<file path="config.mk">
export PLATFORM = sky130hd
export DESIGN_NAME = smdl_master
export DESIGN_NICKNAME = d
export VERILOG_FILES = /design/src/smdl_pkg.sv /design/src/smdl_fifo.sv /design/src/smdl_master.sv
export VERILOG_INCLUDE_DIRS = /design/src
export SDC_FILE = /design/constraint.sdc
export NUM_CORES = 1
export LEC_CHECK = 0
export BUFFER_PORTS_ARGS = -buffer_cell sky130_fd_sc_hd__buf_4
export CORE_MARGIN = 1
export CORE_UTILIZATION = 50
export DETAILED_ROUTE_END_ITERATION = 8
export PLACE_DENSITY = 0.76
export SYNTH_ARGS = -nofsm -noshare
export SYNTH_HDL_FRONTEND = slang
export SYNTH_SLANG_ARGS = --single-unit
</file>
<file path="constraint.sdc">
create_clock -name clock -period 3.45 [get_ports clock]
set_input_delay 0.69 -clock clock [delete_from_list [all_inputs] [get_ports clock]]
set_output_delay 0.69 -clock clock [all_outputs]
set_load 0.03 [all_outputs]
</file>
<file path="src/smdl_defs.svh">
// Register offsets, field positions, reset values and timing constants of the serial master
// Summary of operation
// - Transfer-done flag sets at end of each byte; cleared by status read then data access.
// - Write-collision flag sets on data write during a transfer; cleared like transfer-done.
// - Mode-fault sets when master sees select input low; cleared by status read then control write.
// - With enable and master select set, a data write starts a one-byte full-duplex exchange.
// - Control holds irq enable, enable, open drain, master, polarity, phase, two rate bits.
// - Status: transfer-done bit 7, collision bit 6, mode-fault bit 4, others zero; reset zero.
// - A three-wire bus is equivalent when polarity and phase are both zero.
// - Unipolar code is straight binary: output is reference times code over 4096.
// - Bipolar code is offset binary: reference times twice code over 4096 minus one.
// - Rate bits divide the processor clock by 2, 4, 16 or 32.
// - Serial clock idles high when polarity is set, low when clear.
// - With irq enable set, request raised while transfer-done or mode-fault is set.
`ifndef SMDL_DEFS_SVH
`define SMDL_DEFS_SVH
`define SMDL_OFS_PORT_DATA   6'h08
`define SMDL_OFS_PORT_DIR    6'h09
`define SMDL_OFS_CONTROL     6'h28
`define SMDL_OFS_STATUS      6'h29
`define SMDL_OFS_DATA        6'h2a
`define SMDL_CTL_RESET       8'h04
`define SMDL_BIT_IRQ_EN      7
`define SMDL_BIT_ENABLE      6
`define SMDL_BIT_OPEN_DRAIN  5
`define SMDL_BIT_MASTER      4
`define SMDL_BIT_CLOCK_IDLE_POLARITY        3
`define SMDL_BIT_CLOCK_PHASE_SELECT        2
`define SMDL_BIT_DONE        7
`define SMDL_BIT_WRITE_COLLISION_FLAG        6
`define SMDL_BIT_MODE_FAULT_FLAG        4
`define SMDL_PIN_SS          5
`define SMDL_PIN_SCK         4
`define SMDL_PIN_MOSI        3
`define SMDL_PIN_MISO        2
`define SMDL_PORT_MASK       8'h3f
`define SMDL_HALF_DIV2       5'h00
`define SMDL_HALF_DIV4       5'h01
`define SMDL_HALF_DIV16      5'h07
`define SMDL_HALF_DIV32      5'h0f
`define SMDL_BITS_PER_BYTE   4'h7
`define SMDL_FIFO_DEPTH      16
`endif

</file>
<file path="src/smdl_pkg.sv">
// Types shared by the serial master
package smdl_pkg;
    typedef enum logic [1:0] {ST_IDLE, ST_LEAD, ST_TRAIL} smdl_state_e;
endpackage

</file>
<file path="src/smdl_fifo.sv">
// Valid/ready FIFO with parameterised width and depth
`timescale 1ns/1ps
`default_nettype none
module smdl_fifo #(
    parameter int WIDTH = 8,
    parameter int DEPTH = 16
) (
    input  wire logic             clock,
    input  wire logic             rstn,
    input  wire logic [WIDTH-1:0] in_data,
    input  wire logic             in_valid,
    output var  logic             in_ready,
    output var  logic [WIDTH-1:0] out_data,
    output var  logic             out_valid,
    input  wire logic             out_ready
);
    localparam int AW = $clog2(DEPTH);
    typedef struct packed {
        logic [AW-1:0] wp;
        logic [AW-1:0] rp;
        logic [AW:0]   cnt;
    } smdl_fifo_s;
    smdl_fifo_s             st_r;
    smdl_fifo_s             st_nxt;
    logic [WIDTH-1:0]       mem [DEPTH];
    logic                   push;
    logic                   pop;

    assign in_ready  = (st_r.cnt != (AW+1)'(DEPTH));
    assign out_valid = (st_r.cnt != '0);
    assign out_data  = mem[st_r.rp];
    assign push      = in_valid && in_ready;
    assign pop       = out_valid && out_ready;

    always_comb begin
        st_nxt = st_r;
        if (push) begin
            st_nxt.wp = st_r.wp + 1'b1;
        end
        if (pop) begin
            st_nxt.rp = st_r.rp + 1'b1;
        end
        st_nxt.cnt = st_r.cnt + (AW+1)'(push) - (AW+1)'(pop);
    end

    always_ff @(posedge clock or negedge rstn) begin
        if (!rstn) begin
            st_r <= '0;
        end else begin
            st_r <= st_nxt;
        end
    end

    always_ff @(posedge clock) begin
        if (push) begin
            mem[st_r.wp] <= in_data;
        end
    end
endmodule
`default_nettype wire

</file>
<file path="src/smdl_master.sv">
// Serial master peripheral with port, control, status and data registers
`timescale 1ns/1ps
`default_nettype none
`include "smdl_defs.svh"
module smdl_master (
    input  wire logic       clock,
    input  wire logic       rstn,
    input  wire logic [5:0] reg_addr,
    input  wire logic       reg_wr,
    input  wire logic       reg_rd,
    input  wire logic [7:0] reg_wdata,
    output logic      [7:0] reg_rdata,
    input  wire logic [5:0] port_in,
    output logic      [5:0] port_out,
    output logic      [5:0] port_oe,
    output logic            irq_n,
    output logic      [7:0] rx_data,
    output logic            rx_valid,
    input  wire logic       rx_ready
);
    // ----------------------------------------------------------------
    // State
    // ----------------------------------------------------------------
    typedef struct packed {
        smdl_pkg::smdl_state_e state;
        logic [7:0]            ctl;
        logic [7:0]            pdata;
        logic [7:0]            pdir;
        logic [7:0]            shift;
        logic [7:0]            rdbuf;
        logic                  done;
        logic                  write_collision_flag;
        logic                  mode_fault_flag;
        logic                  stat_seen;
        logic [4:0]            div;
        logic [2:0]            bitn;
        logic                  sck;
        logic                  sampled;
        logic [7:0]            rdata;
        logic [5:0]            pout;
        logic [5:0]            poe;
        logic                  irq_n;
        logic                  push;
    } smdl_master_s;
    smdl_master_s st_r;
    smdl_master_s st_nxt;
    logic         fifo_ready;
    logic [4:0]   half;
    logic         active;
    logic         master_on;
    logic         data_acc;
    logic         stat_rd;

    // ----------------------------------------------------------------
    // Receive queue
    // ----------------------------------------------------------------
    // Received bytes queue for a streaming consumer; a full queue drops nothing from registers
    smdl_fifo #(.WIDTH(8), .DEPTH(`SMDL_FIFO_DEPTH)) u_fifo (
        .clock     (clock),
        .rstn      (rstn),
        .in_data   (st_r.rdbuf),
        .in_valid  (st_r.push),
        .in_ready  (fifo_ready),
        .out_data  (rx_data),
        .out_valid (rx_valid),
        .out_ready (rx_ready)
    );

    assign reg_rdata = st_r.rdata;
    assign port_out  = st_r.pout;
    assign port_oe   = st_r.poe;
    assign irq_n     = st_r.irq_n;
    assign active    = (st_r.state != smdl_pkg::ST_IDLE);
    assign master_on = st_r.ctl[`SMDL_BIT_ENABLE] && st_r.ctl[`SMDL_BIT_MASTER];
    assign data_acc  = (reg_wr || reg_rd) && reg_addr == `SMDL_OFS_DATA;
    assign stat_rd   = reg_rd && reg_addr == `SMDL_OFS_STATUS;

    always_comb begin
        unique case (st_r.ctl[1:0])
            2'b00:   half = `SMDL_HALF_DIV2;
            2'b01:   half = `SMDL_HALF_DIV4;
            2'b10:   half = `SMDL_HALF_DIV16;
            default: half = `SMDL_HALF_DIV32;
        endcase
    end

    // ----------------------------------------------------------------
    // Next state
    // ----------------------------------------------------------------
    always_comb begin
        logic [5:0] drv;
        logic       clock_idle_polarity;
        logic       clock_phase_select;
        logic       end_byte;
        logic       in_bit;
        drv      = '0;
        clock_idle_polarity     = st_r.ctl[`SMDL_BIT_CLOCK_IDLE_POLARITY];
        clock_phase_select     = st_r.ctl[`SMDL_BIT_CLOCK_PHASE_SELECT];
        end_byte = 1'b0;
        in_bit   = (clock_phase_select || st_r.div == half) ? port_in[`SMDL_PIN_MISO] : st_r.sampled;
        st_nxt   = st_r;
        st_nxt.push = st_r.push && !fifo_ready;

        // Status read arms the clear; the later data access or control write completes it
        if (stat_rd) begin
            st_nxt.stat_seen = 1'b1;
        end
        if (data_acc && st_r.stat_seen) begin
            st_nxt.done      = 1'b0;
            st_nxt.write_collision_flag      = 1'b0;
            st_nxt.stat_seen = 1'b0;
        end
        if (reg_wr && reg_addr == `SMDL_OFS_CONTROL) begin
            st_nxt.ctl = reg_wdata;
            if (st_r.stat_seen) begin
                st_nxt.mode_fault_flag      = 1'b0;
                st_nxt.stat_seen = 1'b0;
            end
        end
        if (reg_wr && reg_addr == `SMDL_OFS_PORT_DATA) begin
            st_nxt.pdata = reg_wdata & `SMDL_PORT_MASK;
        end
        if (reg_wr && reg_addr == `SMDL_OFS_PORT_DIR) begin
            st_nxt.pdir = reg_wdata & `SMDL_PORT_MASK;
        end

        // ----------------------------------------------------------------
        // Serial engine
        // ----------------------------------------------------------------
        unique case (st_r.state)
            smdl_pkg::ST_IDLE: begin
                st_nxt.sck = clock_idle_polarity;
                if (reg_wr && reg_addr == `SMDL_OFS_DATA && master_on) begin
                    // Converter codes pass bit-exact; their meaning lies at the far side
                    st_nxt.shift = reg_wdata;
                    st_nxt.div   = half;
                    st_nxt.bitn  = '0;
                    st_nxt.state = smdl_pkg::ST_LEAD;
                end
            end
            smdl_pkg::ST_LEAD: begin
                if (st_r.div == '0) begin
                    st_nxt.div   = half;
                    st_nxt.sck   = !st_r.sck;
                    st_nxt.state = smdl_pkg::ST_TRAIL;
                end else begin
                    st_nxt.div = st_r.div - 5'h01;
                end
            end
            smdl_pkg::ST_TRAIL: begin
                // Pin lags the register by a cycle: read the input in the first trailing cycle, before the pin shows the edge
                if (!clock_phase_select && st_r.div == half) begin
                    st_nxt.sampled = port_in[`SMDL_PIN_MISO];
                end
                if (st_r.div == '0) begin
                    st_nxt.div = half;
                    st_nxt.sck = !st_r.sck;
                    st_nxt.shift = {st_r.shift[6:0], in_bit};
                    if (st_r.bitn == `SMDL_BITS_PER_BYTE) begin
                        st_nxt.state = smdl_pkg::ST_IDLE;
                        end_byte     = 1'b1;
                    end else begin
                        st_nxt.bitn  = st_r.bitn + 3'h1;
                        st_nxt.state = smdl_pkg::ST_LEAD;
                    end
                end else begin
                    st_nxt.div = st_r.div - 5'h01;
                end
            end
            default: st_nxt.state = smdl_pkg::ST_IDLE;
        endcase
        if (end_byte) begin
            st_nxt.done  = 1'b1;
            st_nxt.rdbuf = st_nxt.shift;
            st_nxt.push  = 1'b1;
        end
        // Collision: data register not reloaded, byte in flight continues
        if (reg_wr && reg_addr == `SMDL_OFS_DATA && active) begin
            st_nxt.write_collision_flag = 1'b1;
        end
        if (master_on && !port_in[`SMDL_PIN_SS] && !st_r.pdir[`SMDL_PIN_SS]) begin
            st_nxt.mode_fault_flag  = 1'b1;
        end
        if (st_nxt.mode_fault_flag) begin
            st_nxt.ctl[`SMDL_BIT_MASTER] = 1'b0;
            st_nxt.state                 = smdl_pkg::ST_IDLE;
        end

        // Pin drive: serial pins when enabled as master, port otherwise
        st_nxt.pout = st_r.pdata[5:0];
        drv         = st_r.pdir[5:0];
        if (master_on) begin
            st_nxt.pout[`SMDL_PIN_SCK]  = st_r.sck;
            st_nxt.pout[`SMDL_PIN_MOSI] = st_r.shift[7];
            drv[`SMDL_PIN_MISO]         = 1'b0;
        end
        // Open drain drives only low levels
        st_nxt.poe = st_r.ctl[`SMDL_BIT_OPEN_DRAIN] ? (drv & ~st_nxt.pout) : drv;

        st_nxt.irq_n = !(st_r.ctl[`SMDL_BIT_IRQ_EN] && (st_r.done || st_r.mode_fault_flag));

        // ----------------------------------------------------------------
        // Read data
        // ----------------------------------------------------------------
        unique case (reg_addr)
            `SMDL_OFS_PORT_DATA: st_nxt.rdata = {2'b00, port_in};
            `SMDL_OFS_PORT_DIR:  st_nxt.rdata = st_r.pdir;
            `SMDL_OFS_CONTROL:   st_nxt.rdata = st_r.ctl;
            `SMDL_OFS_STATUS:    st_nxt.rdata = {st_r.done, st_r.write_collision_flag, 1'b0, st_r.mode_fault_flag, 4'h0};
            `SMDL_OFS_DATA:      st_nxt.rdata = st_r.rdbuf;
            default:             st_nxt.rdata = 8'h00;
        endcase
    end

    // ----------------------------------------------------------------
    // Registers
    // ----------------------------------------------------------------
    always_ff @(posedge clock or negedge rstn) begin
        if (!rstn) begin
            st_r       <= '0;
            st_r.ctl   <= `SMDL_CTL_RESET;
            st_r.irq_n <= 1'b1;
        end else begin
            st_r <= st_nxt;
        end
    end
endmodule
`default_nettype wire

</file>
==> results.sh <==
export IMPL_status="complete, no violations"
export IMPL_finalSetupViolCount=0
export IMPL_cts_buffer_depth=3
export IMPL_cts_setup_buffers=0
export IMPL_die_x_um=137
export IMPL_grt_max_degree=88
export IMPL_p_sw_mw=1.93
export IMPL_grt_pass1_wl_mm=29.2
export IMPL_finalCriticalPeriod_ns=3.19
export IMPL_drc=0
export IMPL_intPower_mw=4.96
export IMPL_pwr_share_seq_pct=44.7
export IMPL_cts_clk_slew_worst_paths_ns=0.06
export IMPL_antenna_found_initial=0
export IMPL_cts_tree="built"
export IMPL_synth_edff_count=128
export IMPL_finalHoldWorstSlack_ns=0.363
export IMPL_crit_type="flip-flop to output pin"
export IMPL_place_ws_ns=0.450
export IMPL_cts_made_buffers=23
export IMPL_crit_path_start_kind="flip-flop"
export IMPL_syn_instance_count=569
export IMPL_synth_largest_area_cell="edfxtp_1"
export IMPL_drt_pre_antenna_iters=5
export IMPL_power_frac_comb_pct=20.0
export IMPL_overflow=0
export IMPL_fmax_mhz=314
export IMPL_htreeDepth=1
export IMPL_dp_hpwl_mm=12.1
export IMPL_core_area_sq_mm=0.0180
export IMPL_drt_iter0_markers=311
export IMPL_report_final_hold_viol_count=0
export IMPL_synth_area_leaders="edfxtp_1 (42%), dfrtp_1 (23%), mux4_2 (9.8%), mux2_2 (3.1%), ha_1 (2.7%)"
export IMPL_dpl_cell_area_sq_mm=0.00972
export IMPL_cts_resized_gates=0
export IMPL_viasPerCell=5.82
export IMPL_insertion_delay_ns=0.52
export IMPL_synth_top_area_share_pct=41.9
export IMPL_slew_headroom_pct=27.5
export IMPL_antenna_cells=0
export IMPL_fin_crit_sh_pct=92.4
export IMPL_synth_top_flop_cell="edfxtp_1"
export IMPL_pwr_share_clk_pct=35.3
export IMPL_required_ns=2.76
export IMPL_finalNonFillerCells=862
export IMPL_setup_tns_ns=0
export IMPL_fin_area_sq_mm=0.0105
export IMPL_grt_setup_unrepaired="no"
export IMPL_synth_seq_area_share_pct=65.7
export IMPL_initial_utilization_pct=51.1
export IMPL_p_leak_nw=4.46
export IMPL_maxCapViolations=0
export IMPL_fp_dieH_um=137
export IMPL_finalWirelength_mm=18.4
export IMPL_layout_common_cells="edfxtp_1 (128), dfrtp_1 (84), buf_4 (65)"
export IMPL_setup_slack_ns=0.264
export IMPL_cts_root_buffer="clkbuf_16"
export IMPL_nNetsFinal=662
export IMPL_io_buffers=54
export IMPL_ys_types=59
export IMPL_vdd_drop_max_mv=0.418
export IMPL_synth_fp_nets=615
export IMPL_fin_skew_ns=0.0168
export IMPL_rows=49
export IMPL_crit_fanout=32
export IMPL_synthArstFlopShare_pct=40.5
export IMPL_yosysWarnings=0
export IMPL_die_area_sq_mm=0.0189
export IMPL_syn_area_per_cell_sq_um=16.1
export IMPL_vias=5014
export IMPL_area_growth_pct=14.2
export IMPL_layout_drive_gt1_share_pct=28.1
export IMPL_slew_violations=0
export IMPL_arrival_ns=2.50
export IMPL_use_met3_pct=3.16
export IMPL_design_power_total_mw=6.88
export IMPL_met1_usage_pct=26.0
export IMPL_io_pins=55
export IMPL_cts_hold_buf=0
export IMPL_swShare_pct=28.0
export IMPL_layout_commonest_cell="edfxtp_1"
export IMPL_globalplace_congestion=0.794
export IMPL_cts_sinks=215
export IMPL_dp_cells=820
export IMPL_p_per_area_mw_per_mm2=657
export IMPL_synth_cell_area_sq_mm=0.00917
export IMPL_met2_usage_pct=37.7
export IMPL_grt_pass1_vias=5282
export IMPL_grt_busiest_layer="met2"
export IMPL_postLayoutCoreUtil_pct=58.3
export IMPL_hold_path_class="input pin to asynchronous set/reset pin"
export IMPL_worstMarginPinSlew_ns=1.09
export IMPL_fillers=1341
export IMPL_ys_seq_elements=215
export IMPL_critPathCaptureType="output pin"
export IMPL_wl_per_cell_um=21.3
export IMPL_ant_nets=0
export IMPL_grt_usage_pct=20.8
-- critical path, stage by stage, from the launching register on --
cell	delay, ns
dfrtp_2	0.42
buf_12	0.28
mux4_2	0.56
mux4_2	0.51
buf_4	0.19
-- layout make-up --
cell class              count  area [sq um]  share of cell area (%)
inverters                  19          71.3                   0.681
clock buffers              29           619                    5.91
flip-flops and latches    215          6020                    57.5
repair buffers             66           508                    4.85
well taps                 229           287                    2.73
clock inverters            13           135                    1.29
multi-input cells         291          2830                    27.0
-- power groups by stage --
stage	Combinational (mW)	Clock, mW	Sequential [mW]
global route	1.52	2.58	3.10
floorplan	1.14	0	3.00
detailed placement	1.38	0	3.13
CTS	1.40	2.48	3.08
finish	1.37	2.43	3.08
global placement	1.33	0	3.11
-- state kept, by name, indices dropped and copies added, names as in the netlist --
name / count
u_fifo.st_r: 13
reg_rdata: 8
port_out: 6
st_nxt: 4
irq_n: 1
st_r: 49
port_oe: 6
u_fifo.mem: 128
-- routing by layer --
layer / routed length [um] / vias to the layer above / part of all wire (%)
met2: 9760 / 141 / 53
met1: 7520 / 2598 / 41
met3: 734 / 27 / 4.0
met4: 353 / 0 / 1.9
li1: - / 2248 / -
met5: 0 / - / 0
-- cell families after synthesis --
logic type	share of synthesized area (%)
xor gates and xnor gates	1.05
DFF	65.7
and+or+nand+nor	6.21
adders and majority gates	2.95
muxes	14.1
buffers and inverters	3.46
AOI/OAI and AO/OA	6.58
-- path summary, 6_finish.rpt --
check,startpoint,end,slack (ns),cells past startpoint
setup / recovery,u_fifo.st_r[5]$_DFFE_PN0P_,rx_data[3],0.26,4
setup reg to reg,u_fifo.st_r[3]$_DFF_PN0_,u_fifo.st_r[4]$_DFF_PN0_,0.45,12
min in group clock,st_nxt[8]$_DFFE_PN0P_,port_out[0]$_DFF_PN0_,0.40,0
hold / removal,rstn,st_r[52]$_DFFE_PN0P_,0.36,1
hold reg to reg,st_nxt[8]$_DFFE_PN0P_,port_out[0]$_DFF_PN0_,0.40,0
max in group asynchronous,rstn,u_fifo.st_r[5]$_DFFE_PN0P_,2.29,1
-- cells in the mapped netlist, drive strengths merged, types with 2 or more instances --
cell type	count
nor2b	2
a22oi	6
ha	20
nand2b	8
a31oi	2
a22o	12
buf	26
o31ai	4
mux2i	11
a21oi	14
a21o	11
or2	2
nor3b	2
or4b	3
dfstp	2
nor2	24
edfxtp	128
dfrtp	85
clkbuf	18
a21boi	5
nand3	2
nand4	2
nand2	17
or3	2
or4	2
mux4	40
and3	3
mux2	25
inv	19
o22a	8
nor3	8
o21ai	18
xnor2	7
and2	11
xor2	4
(Power assumes the default switching activity.)
